$ cat config.mk
export PLATFORM = sky130hd
export DESIGN_NAME = pmb_bar_bank
export DESIGN_NICKNAME = d
export VERILOG_FILES = /design/src/verilog/pmb_pkg.sv /design/src/verilog/pmb_bar_bank.sv
export SDC_FILE = /design/constraint.sdc
export NUM_CORES = 2
export LEC_CHECK = 0
export ABC_AREA = 1
export BUFFER_PORTS_ARGS = -buffer_cell sky130_fd_sc_hd__buf_2
export CORE_AREA = 2 2 391 393
export CTS_CLUSTER_SIZE = 25
export DETAILED_ROUTE_END_ITERATION = 10
export DIE_AREA = 0 0 393 395
export PLACE_DENSITY = 0.53
export SETUP_SLACK_MARGIN = 0.4
export SYNTH_ARGS = -nofsm -noshare
export SYNTH_HDL_FRONTEND = slang
export SYNTH_SLANG_ARGS = --single-unit
$ cat constraint.sdc
create_clock -name clk -period 3.1 [get_ports clk]
set_input_delay 0.155 -clock clk [delete_from_list [all_inputs] [get_ports clk]]
set_output_delay 0.155 -clock clk [all_outputs]
set_load 0.005 [all_outputs]
$ cat src/verilog/pmb_pkg.sv
`default_nettype none
package pmb_pkg;

    // ==========================================================
    // Geometry
    localparam int NUM_BARS = 26;
    localparam int IDX_W    = 5;

    // ==========================================================
    // Configuration offsets and function numbers
    localparam logic [7:0] OFF_BAR0    = 8'h10;
    localparam logic [7:0] OFF_BAR1    = 8'h14;
    localparam logic [7:0] OFF_BAR2    = 8'h18;
    localparam logic [7:0] OFF_BAR3    = 8'h1c;
    localparam logic [7:0] OFF_BAR4    = 8'h20;
    localparam logic [7:0] OFF_BAR5    = 8'h24;
    localparam logic [7:0] OFF_HOTSWAP = 8'h60;
    localparam logic [2:0] FN0         = 3'h0;
    localparam logic [2:0] FN1         = 3'h1;
    localparam logic [2:0] FN2         = 3'h2;
    localparam logic [2:0] FN5         = 3'h5;
    localparam logic [2:0] FN6         = 3'h6;
    localparam logic [2:0] FN7         = 3'h7;

    // ==========================================================
    // Hot-swap register layout
    localparam int          HS_MASK_BIT = 17;
    localparam int          HS_LED_BIT  = 19;
    localparam int          HS_EXT_BIT  = 22;
    localparam int          HS_INS_BIT  = 23;
    localparam logic [31:0] HS_FIXED    = 32'h0000_0006;
    localparam logic        HS_MASK_RST = 1'b0;
    localparam logic        HS_LED_RST  = 1'b0;

    // ==========================================================
    // Write masks of base registers
    localparam logic [31:0] LO_PCI_WMASK = 32'hffff_f000;
    localparam logic [31:0] LO_CPU_WMASK = 32'hffff_f00f;
    localparam logic [31:0] HI_WMASK     = 32'hffff_ffff;

    // ==========================================================
    // Carriers
    typedef struct packed {
        logic        valid;
        logic        write;
        logic [2:0]  func;
        logic [7:0]  offset;
        logic [3:0]  be;
        logic [31:0] wdata;
    } pmb_req_s;

    typedef struct packed {
        logic        ack;
        logic [31:0] rdata;
    } pmb_rsp_s;

    typedef struct packed {
        logic [2:0]  func;
        logic [7:0]  offset;
        logic        upper;
        logic [31:0] rst;
    } pmb_bar_entry_s;

    // ==========================================================
    // Base register map
    localparam pmb_bar_entry_s BAR_TABLE [NUM_BARS] = '{
        '{FN1, OFF_BAR0, 1'b0, 32'h1c00_0000},
        '{FN1, OFF_BAR1, 1'b0, 32'h1c80_0000},
        '{FN1, OFF_BAR2, 1'b0, 32'h1d00_0000},
        '{FN1, OFF_BAR3, 1'b0, 32'hff00_0000},
        '{FN1, OFF_BAR4, 1'b0, 32'hff80_0000},
        '{FN2, OFF_BAR0, 1'b0, 32'h0000_000c},
        '{FN2, OFF_BAR1, 1'b1, 32'h0000_0000},
        '{FN2, OFF_BAR2, 1'b0, 32'h0080_000c},
        '{FN2, OFF_BAR3, 1'b0, 32'h4000_0008},
        '{FN2, OFF_BAR4, 1'b1, 32'h0000_0000},
        '{FN5, OFF_BAR0, 1'b0, 32'h0100_000c},
        '{FN5, OFF_BAR1, 1'b1, 32'h0000_0000},
        '{FN5, OFF_BAR2, 1'b0, 32'h0180_000c},
        '{FN5, OFF_BAR3, 1'b1, 32'h0000_0000},
        '{FN6, OFF_BAR0, 1'b0, 32'h1c00_0004},
        '{FN6, OFF_BAR1, 1'b1, 32'h0000_0000},
        '{FN6, OFF_BAR2, 1'b0, 32'h1c80_0004},
        '{FN6, OFF_BAR3, 1'b1, 32'h0000_0000},
        '{FN6, OFF_BAR4, 1'b0, 32'h1d00_0004},
        '{FN6, OFF_BAR5, 1'b1, 32'h0000_0000},
        '{FN7, OFF_BAR0, 1'b0, 32'hff00_0004},
        '{FN7, OFF_BAR1, 1'b1, 32'h0000_0000},
        '{FN7, OFF_BAR2, 1'b0, 32'hff80_0004},
        '{FN7, OFF_BAR3, 1'b1, 32'h0000_0000},
        '{FN7, OFF_BAR4, 1'b0, 32'h4200_000c},
        '{FN7, OFF_BAR5, 1'b1, 32'h0000_0000}
    };

endpackage
`default_nettype wire

$ cat src/verilog/pmb_bar_bank.sv
// Operation
// - Bit 17 masks hot-swap notify pin
// - Bit 19 drives board LED, resets off
// - Bit 22 flags imminent board extraction
// - Bit 23 flags fresh board insertion
// - Function 1 five 32-bit window bases
// - Function 2 CPU base plus wide pairs
// - Wide low base: type fixed to configuration writes (CPU writes bits 3:0), writable top
// - Wide high half fully writable, resets zero
// - Function 5 wide SDRAM bank 2, 3 pairs
// - Function 6 wide device windows 0-2
// - Function 7 window 3, boot, CPU pairs
// - Plain base: low twelve bits read-only to configuration writes, CPU writes bits 3:0
`timescale 1ns/1ps
`default_nettype none
module pmb_bar_bank (
    input  wire logic                 clk,
    input  wire logic                 reset,
    input  wire pmb_pkg::pmb_req_s    pci_req,
    output var  pmb_pkg::pmb_rsp_s    pci_rsp,
    input  wire pmb_pkg::pmb_req_s    cpu_req,
    output var  pmb_pkg::pmb_rsp_s    cpu_rsp,
    input  wire logic                 extract_pin,
    input  wire logic                 insert_pin,
    output logic                      hotswap_notify_n,
    output logic                      front_led_ctl,
    output logic [pmb_pkg::NUM_BARS-1:0][31:0] bar_value
);

    // ==========================================================
    // Decode helpers
    function automatic logic [pmb_pkg::IDX_W:0] find_bar(
        input logic [2:0] f,
        input logic [7:0] o
    );
        logic [pmb_pkg::IDX_W:0] res;
        res = '0;
        for (int i = 0; i < pmb_pkg::NUM_BARS; i++) begin
            if (pmb_pkg::BAR_TABLE[i].func == f &&
                pmb_pkg::BAR_TABLE[i].offset == {o[7:2], 2'b00}) begin
                res = {1'b1, i[pmb_pkg::IDX_W-1:0]};
            end
        end
        return res;
    endfunction

    function automatic logic [31:0] be_mask(input logic [3:0] be);
        return {{8{be[3]}}, {8{be[2]}}, {8{be[1]}}, {8{be[0]}}};
    endfunction

    function automatic logic is_hotswap(
        input logic [2:0] f,
        input logic [7:0] o
    );
        return f == pmb_pkg::FN0 && {o[7:2], 2'b00} == pmb_pkg::OFF_HOTSWAP;
    endfunction

    // ==========================================================
    // Request decode
    logic [pmb_pkg::IDX_W:0]   pci_find;
    logic [pmb_pkg::IDX_W:0]   cpu_find;
    logic                      pci_hit;
    logic                      cpu_hit;
    logic [pmb_pkg::IDX_W-1:0] pci_idx;
    logic [pmb_pkg::IDX_W-1:0] cpu_idx;
    logic                      pci_wr;
    logic                      cpu_wr;
    logic                      pci_is_hs;
    logic                      cpu_is_hs;
    logic [31:0]               pci_m;
    logic [31:0]               cpu_m;

    assign pci_find  = find_bar(pci_req.func, pci_req.offset);
    assign cpu_find  = find_bar(cpu_req.func, cpu_req.offset);
    assign pci_hit   = pci_find[pmb_pkg::IDX_W];
    assign cpu_hit   = cpu_find[pmb_pkg::IDX_W];
    assign pci_idx   = pci_find[pmb_pkg::IDX_W-1:0];
    assign cpu_idx   = cpu_find[pmb_pkg::IDX_W-1:0];
    assign pci_wr    = pci_req.valid && pci_req.write;
    assign cpu_wr    = cpu_req.valid && cpu_req.write;
    assign pci_is_hs = is_hotswap(pci_req.func, pci_req.offset);
    assign cpu_is_hs = is_hotswap(cpu_req.func, cpu_req.offset);
    assign pci_m     = be_mask(pci_req.be);
    assign cpu_m     = be_mask(cpu_req.be);

    // ==========================================================
    // Base registers
    // CPU write lands after the configuration write, so it wins a same-cycle tie
    logic [31:0] next_bar [pmb_pkg::NUM_BARS];

    for (genvar g = 0; g < pmb_pkg::NUM_BARS; g++) begin : g_bar
        localparam logic [31:0] PCI_WM = pmb_pkg::BAR_TABLE[g].upper ?
                                         pmb_pkg::HI_WMASK : pmb_pkg::LO_PCI_WMASK;
        localparam logic [31:0] CPU_WM = pmb_pkg::BAR_TABLE[g].upper ?
                                         pmb_pkg::HI_WMASK : pmb_pkg::LO_CPU_WMASK;
        logic        pci_sel;
        logic        cpu_sel;
        logic [31:0] pm;
        logic [31:0] cm;
        logic [31:0] after_pci;

        assign pci_sel   = pci_wr && pci_hit && int'(pci_idx) == g;
        assign cpu_sel   = cpu_wr && cpu_hit && int'(cpu_idx) == g;
        assign pm        = pci_sel ? (pci_m & PCI_WM) : 32'h0000_0000;
        assign cm        = cpu_sel ? (cpu_m & CPU_WM) : 32'h0000_0000;
        assign after_pci = (bar_value[g] & ~pm) | (pci_req.wdata & pm);
        assign next_bar[g] = (after_pci & ~cm) | (cpu_req.wdata & cm);
    end

    always_ff @(posedge clk) begin
        for (int i = 0; i < pmb_pkg::NUM_BARS; i++) begin
            if (reset) begin
                bar_value[i] <= pmb_pkg::BAR_TABLE[i].rst;
            end else begin
                bar_value[i] <= next_bar[i];
            end
        end
    end

    // ==========================================================
    // Hot-swap pin synchronisers
    // Only the second and third stages feed the edge detector
    logic [1:0] pin_meta;
    logic [1:0] pin_sync;
    logic [1:0] pin_last;
    logic       ext_rise;
    logic       ins_rise;

    always_ff @(posedge clk) begin
        if (reset) begin
            pin_meta <= 2'h0;
            pin_sync <= 2'h0;
            pin_last <= 2'h0;
        end else begin
            pin_meta <= {insert_pin, extract_pin};
            pin_sync <= pin_meta;
            pin_last <= pin_sync;
        end
    end

    assign ext_rise = pin_sync[0] && !pin_last[0];
    assign ins_rise = pin_sync[1] && !pin_last[1];

    // ==========================================================
    // Hot-swap control and status
    logic        hs_mask;
    logic        hs_ext;
    logic        hs_ins;
    logic        pci_hs_wr;
    logic        cpu_hs_wr;
    logic        next_hs_mask;
    logic        next_led;
    logic        clr_ext;
    logic        clr_ins;
    logic        next_hs_ext;
    logic        next_hs_ins;
    logic        notify_req;
    logic [31:0] hs_word;

    assign pci_hs_wr = pci_wr && pci_is_hs;
    assign cpu_hs_wr = cpu_wr && cpu_is_hs;

    assign next_hs_mask = (cpu_hs_wr && cpu_m[pmb_pkg::HS_MASK_BIT]) ? cpu_req.wdata[pmb_pkg::HS_MASK_BIT] :
                          (pci_hs_wr && pci_m[pmb_pkg::HS_MASK_BIT]) ? pci_req.wdata[pmb_pkg::HS_MASK_BIT] :
                          hs_mask;
    assign next_led     = (cpu_hs_wr && cpu_m[pmb_pkg::HS_LED_BIT]) ? cpu_req.wdata[pmb_pkg::HS_LED_BIT] :
                          (pci_hs_wr && pci_m[pmb_pkg::HS_LED_BIT]) ? pci_req.wdata[pmb_pkg::HS_LED_BIT] :
                          front_led_ctl;

    // Status bits clear by writing one; a new edge in the same cycle wins
    assign clr_ext = (pci_hs_wr && pci_m[pmb_pkg::HS_EXT_BIT] && pci_req.wdata[pmb_pkg::HS_EXT_BIT]) ||
                     (cpu_hs_wr && cpu_m[pmb_pkg::HS_EXT_BIT] && cpu_req.wdata[pmb_pkg::HS_EXT_BIT]);
    assign clr_ins = (pci_hs_wr && pci_m[pmb_pkg::HS_INS_BIT] && pci_req.wdata[pmb_pkg::HS_INS_BIT]) ||
                     (cpu_hs_wr && cpu_m[pmb_pkg::HS_INS_BIT] && cpu_req.wdata[pmb_pkg::HS_INS_BIT]);
    assign next_hs_ext = ext_rise || (hs_ext && !clr_ext);
    assign next_hs_ins = ins_rise || (hs_ins && !clr_ins);

    // Notify follows the status one cycle late, the price of a flopped pin
    assign notify_req = (hs_ext || hs_ins) && !hs_mask;

    assign hs_word = pmb_pkg::HS_FIXED
                   | ({31'h0000_0000, hs_mask}       << pmb_pkg::HS_MASK_BIT)
                   | ({31'h0000_0000, front_led_ctl} << pmb_pkg::HS_LED_BIT)
                   | ({31'h0000_0000, hs_ext}        << pmb_pkg::HS_EXT_BIT)
                   | ({31'h0000_0000, hs_ins}        << pmb_pkg::HS_INS_BIT);

    always_ff @(posedge clk) begin
        if (reset) begin
            hs_mask          <= pmb_pkg::HS_MASK_RST;
            front_led_ctl    <= pmb_pkg::HS_LED_RST;
            hs_ext           <= 1'b0;
            hs_ins           <= 1'b0;
            hotswap_notify_n <= 1'b1;
        end else begin
            hs_mask          <= next_hs_mask;
            front_led_ctl    <= next_led;
            hs_ext           <= next_hs_ext;
            hs_ins           <= next_hs_ins;
            hotswap_notify_n <= !notify_req;
        end
    end

    // ==========================================================
    // Read path
    // Reads return the value before any write of the same cycle
    logic [31:0] pci_rword;
    logic [31:0] cpu_rword;

    assign pci_rword = pci_is_hs ? hs_word : (pci_hit ? bar_value[pci_idx] : 32'h0000_0000);
    assign cpu_rword = cpu_is_hs ? hs_word : (cpu_hit ? bar_value[cpu_idx] : 32'h0000_0000);

    always_ff @(posedge clk) begin
        if (reset) begin
            pci_rsp <= '0;
            cpu_rsp <= '0;
        end else begin
            pci_rsp.ack   <= pci_req.valid;
            pci_rsp.rdata <= (pci_req.valid && !pci_req.write) ? pci_rword : 32'h0000_0000;
            cpu_rsp.ack   <= cpu_req.valid;
            cpu_rsp.rdata <= (cpu_req.valid && !cpu_req.write) ? cpu_rword : 32'h0000_0000;
        end
    end

    logic [31:0] pci_sel_word;
    logic        all_at_reset;
    logic [pmb_pkg::NUM_BARS-1:0] at_reset_vec;
    logic [pmb_pkg::NUM_BARS-1:0] rsvd_ok_vec;

    assign pci_sel_word = pci_hit ? bar_value[pci_idx] : 32'h0000_0000;
    for (genvar k = 0; k < pmb_pkg::NUM_BARS; k++) begin : g_chk
        assign at_reset_vec[k] = bar_value[k] == pmb_pkg::BAR_TABLE[k].rst;
        assign rsvd_ok_vec[k]  = pmb_pkg::BAR_TABLE[k].upper || bar_value[k][11:4] == 8'h00;
    end
    assign all_at_reset = &at_reset_vec;
endmodule // pmb_bar_bank
`default_nettype wire

==> results_dict.tcl <==
set metrics [dict create \
    routed-via-count 64870 \
    timing.hold.worst_path_depth 4 \
    port_buffer_count 869 \
    critical_path_arrival_ns 3.38 \
    num-fill-cells 16210 \
    number_of_buffers_inserted_during_clock_tree_synthesis 98 \
    detail-route-antenna-nets 0 \
    synthDominantCellAreaShare 0.3245 \
    post-route-drc-count 0 \
    design_power_total_w 0.02451 \
    finalNetCount 9153 \
    most_frequent_cells_in_the_layout "sky130_fd_sc_hd__nand2_1 (2,110), sky130_fd_sc_hd__inv_1 (996), sky130_fd_sc_hd__buf_2 (865)" \
    status "complete, no violations" \
    design.portCount 1002 \
    drt-pass1-iter-count 7 \
    final_max_slew_viol_count 0 \
    multiInputGateArea_sq_um 26910 \
    root_buffer "sky130_fd_sc_hd__clkbuf_16" \
    worst_clock_skew_ns 0.02137 \
    r2r_cells 11 \
    clock_path_buffers 3 \
    global_route.usage.total 0.4277 \
    layout_min_cycle_time_ns 2.773 \
    placedCellCount 10880 \
    effective_utilization_at_floorplan 0.3186 \
    wl_per_cell_um 31.10 \
    grt_remaining_overflow 0 \
    cp.buffers_inverters 10 \
    async_reset_ff_frac 0 \
    critical_path.slowest_cell "sky130_fd_sc_hd__o21ai_0" \
    totalWireLength_um 347400 \
    synth_cells 7530 \
    grt_pass1_vias 59010 \
    mostFrequentLayoutCell "sky130_fd_sc_hd__nand2_1" \
    critical_path.max_stage_delay_ns 0.30 \
    dpl_worst_slack_ns -1.010 \
    worst_case_headroom_to_the_max_slew_limit 0.2590 \
    clk-insertion-delay-late_ns 0.75 \
    gp_routability_congestion 1.050 \
    min-delay-path-class "in -> reg" \
    leakagePower_nw 32.96 \
    area.sequential_sq_um 15640 \
    floorplan.core_area_sq_um 151200 \
    worst_ep_required_time_ns 3.71 \
    layout-area-overhead-vs-synth_pct 38.06 \
    first_iter_violations 8518 \
    peak_freq_mhz 360.6 \
    layout_cell_share_with_drive_strength_beyond_1 0.2502 \
    clock_sink_count 781 \
    syn_area_sq_um 48170 \
    p_per_cell_area_nw_per_um2 368.5 \
    die-height_um 395 \
    ranking_of_synthesized_cells_by_area "sky130_fd_sc_hd__dfxtp_1 (32%), sky130_fd_sc_hd__nand2_1 (17%), sky130_fd_sc_hd__inv_1 (7.8%)" \
    finalSetupViolCount 0 \
    ir_worst_vdd_uv 407.0 \
    fp.dieArea_sq_um 155200 \
    postSynthAreaPerCell_sq_um 6.398 \
    grt_max_degree 90 \
    synth_cell_type_count 53 \
    timing.final.crit_share 0.8945 \
    die_w_um 393 \
    timing.final.hold_violations 0 \
    rsz0062_at_grt "yes" \
    sequential_fraction_of_the_synthesis_area 0.3245 \
    detailedPlacementHpwl_um 266700 \
    synth.largest_area_cell "sky130_fd_sc_hd__dfxtp_1" \
    timing_worst_setup_path_type "in -> reg" \
    vias_per_cell 5.807 \
    path_delay_family "buffers and inverters" \
    critical_path_stages 22 \
    startpoint_type "primary input" \
    stdcell_count 11170 \
    cp_capture_type "flop" \
    antenna_violations_before_repair 16 \
    cts_tree "done" \
    final.hold.worst_slack_ns 0.04259 \
    timing.critical_path.cells "buf_2 > inv_1 > nand2_4 > buf_12 > nor2_4 > buf_4 > nand2_2 > buf_4 > nor2_4 > nor3_1 > nand4_1 > buf_4 > inv_1 > nand2_4 > buf_4 > buf_12 > o21ai_0 > o21ai_0 > nand2_1 > nor3_1 > buf_4 > nor2_1" \
    crit_path_frequent_cell "sky130_fd_sc_hd__buf_4" \
    setup_slack_ns 0.3269 \
    cts-htree-levels 3 \
    worst_slew_pin_slew_ns 1.105 \
    rows 143 \
    path_max_fanout 14 \
    timing.max_cap.violations 0 \
    wire_length_of_the_first_global_routing_pass_um 471800 \
    yosys_register_bits 781 \
    synth_ff_type "sky130_fd_sc_hd__dfxtp_1" \
    cts.clk_slew.worst_paths_ns 0.06 \
    synth_enable_flop_cells 0 \
    yosys_warnings 0 \
]
cells by family (layout without fill, tap and decap cells):
kind of cell / after synthesis / after routing / share of synthesized area
simple gates: 3329 / 3329 / 0.2880
other cells: 1 / 139 / 0.00007784
compound gates: 1753 / 1753 / 0.2452
flops: 781 / 781 / 0.3245
buf+inv: 1666 / 3139 / 0.1422
final timing paths:
path	slack, ns	end	from
min	0.04	flop	pci_req[23]
max reg2reg	1.33	cpu_rsp[23]	flop
min reg2reg	0.41	pin_sync[0]	pin_meta[0]
max	0.33	pci_rsp[30]	pci_req[41]
worst reg2reg max path, delay by kind of cell, from the launching register on:
kind / cells / cell delay [ns]
and+or+nand+nor: 7 / 0.56
buffers and inverters: 2 / 0.34
DFF: 1 / 0.46
AOI/OAI and AO/OA: 2 / 0.33
power breakdown:
group | switching (W) | internal [W] | total [W]
clock network | 0.00518 | 0.00711 | 0.0123
registers | 0.0000110 | 0.0100 | 0.0101
logic | 0.00161 | 0.000550 | 0.00216
cell type report:
| type | count | area share |
|---|---|---|
| clock inverters | 41 | 0.007431 |
| well taps | 2030 | 0.03819 |
| repair buffers | 1892 | 0.2108 |
| diodes | 11 | 0.0004139 |
| flip-flops and latches | 781 | 0.2351 |
| inverters | 1068 | 0.06099 |
| multi-input cells | 5210 | 0.4045 |
| clock buffers | 138 | 0.04261 |
stage by stage:
step | utilization | instance area [sq um] | TNS (ns)
6_report | 0.4399 | 66510 | 0
5_1_grt | 0.4398 | 66490 | 0
4_1_cts | 0.4336 | 65560 | 0
3_5_place_dp | 0.4052 | 61270 | -356.50
3_3_place_gp | 0.4052 | 61270 | -354.09
2_1_floorplan | - | 48650 | 0
metal layers:
layer  vias up  track usage  share of wire
met5         -            0        0.00019
li1      28160            -              -
met3      1095       0.1122           0.11
met2      4548       0.6367           0.42
met4        10       0.3068          0.085
met1     31050       0.5316           0.38
cell usage after synthesis, types with 4 or more instances:
library cell and count:
sky130_fd_sc_hd__nor2_1 365, sky130_fd_sc_hd__a211oi_1 15, sky130_fd_sc_hd__nor3_1 113, sky130_fd_sc_hd__nand3_2 4, sky130_fd_sc_hd__o2111ai_1 96, sky130_fd_sc_hd__nor2_4 13, sky130_fd_sc_hd__inv_2 49, sky130_fd_sc_hd__o22ai_1 82
sky130_fd_sc_hd__o2bb2ai_1 6, sky130_fd_sc_hd__o221ai_1 215, sky130_fd_sc_hd__nand4_1 45, sky130_fd_sc_hd__o21ai_0 434, sky130_fd_sc_hd__nand3_1 566, sky130_fd_sc_hd__a22oi_1 283, sky130_fd_sc_hd__buf_1 79, sky130_fd_sc_hd__nand2_2 13
sky130_fd_sc_hd__o21ai_1 33, sky130_fd_sc_hd__nand3b_1 13, sky130_fd_sc_hd__a21oi_1 220, sky130_fd_sc_hd__nand2_1 2152, sky130_fd_sc_hd__nor2_2 24, sky130_fd_sc_hd__o311ai_0 36, sky130_fd_sc_hd__buf_2 79, sky130_fd_sc_hd__o21ai_2 10
sky130_fd_sc_hd__a22o_1 13, sky130_fd_sc_hd__clkinv_1 16, sky130_fd_sc_hd__a31oi_1 21, sky130_fd_sc_hd__nor4_1 4, sky130_fd_sc_hd__nor3_2 6, sky130_fd_sc_hd__o211ai_1 276, sky130_fd_sc_hd__dfxtp_1 781, sky130_fd_sc_hd__inv_1 1003
sky130_fd_sc_hd__clkbuf_1 307, sky130_fd_sc_hd__buf_4 131
timing repair:
action	4_1_cts	5_1_grt
hold endpoints to repair	224	0
pin swaps	8	32
gates cloned	0	2
gates resized for setup	85	207
setup buffers	7	28
setup endpoints to repair	541	661
hold buffers	62	0
(Power assumes the default switching activity.)
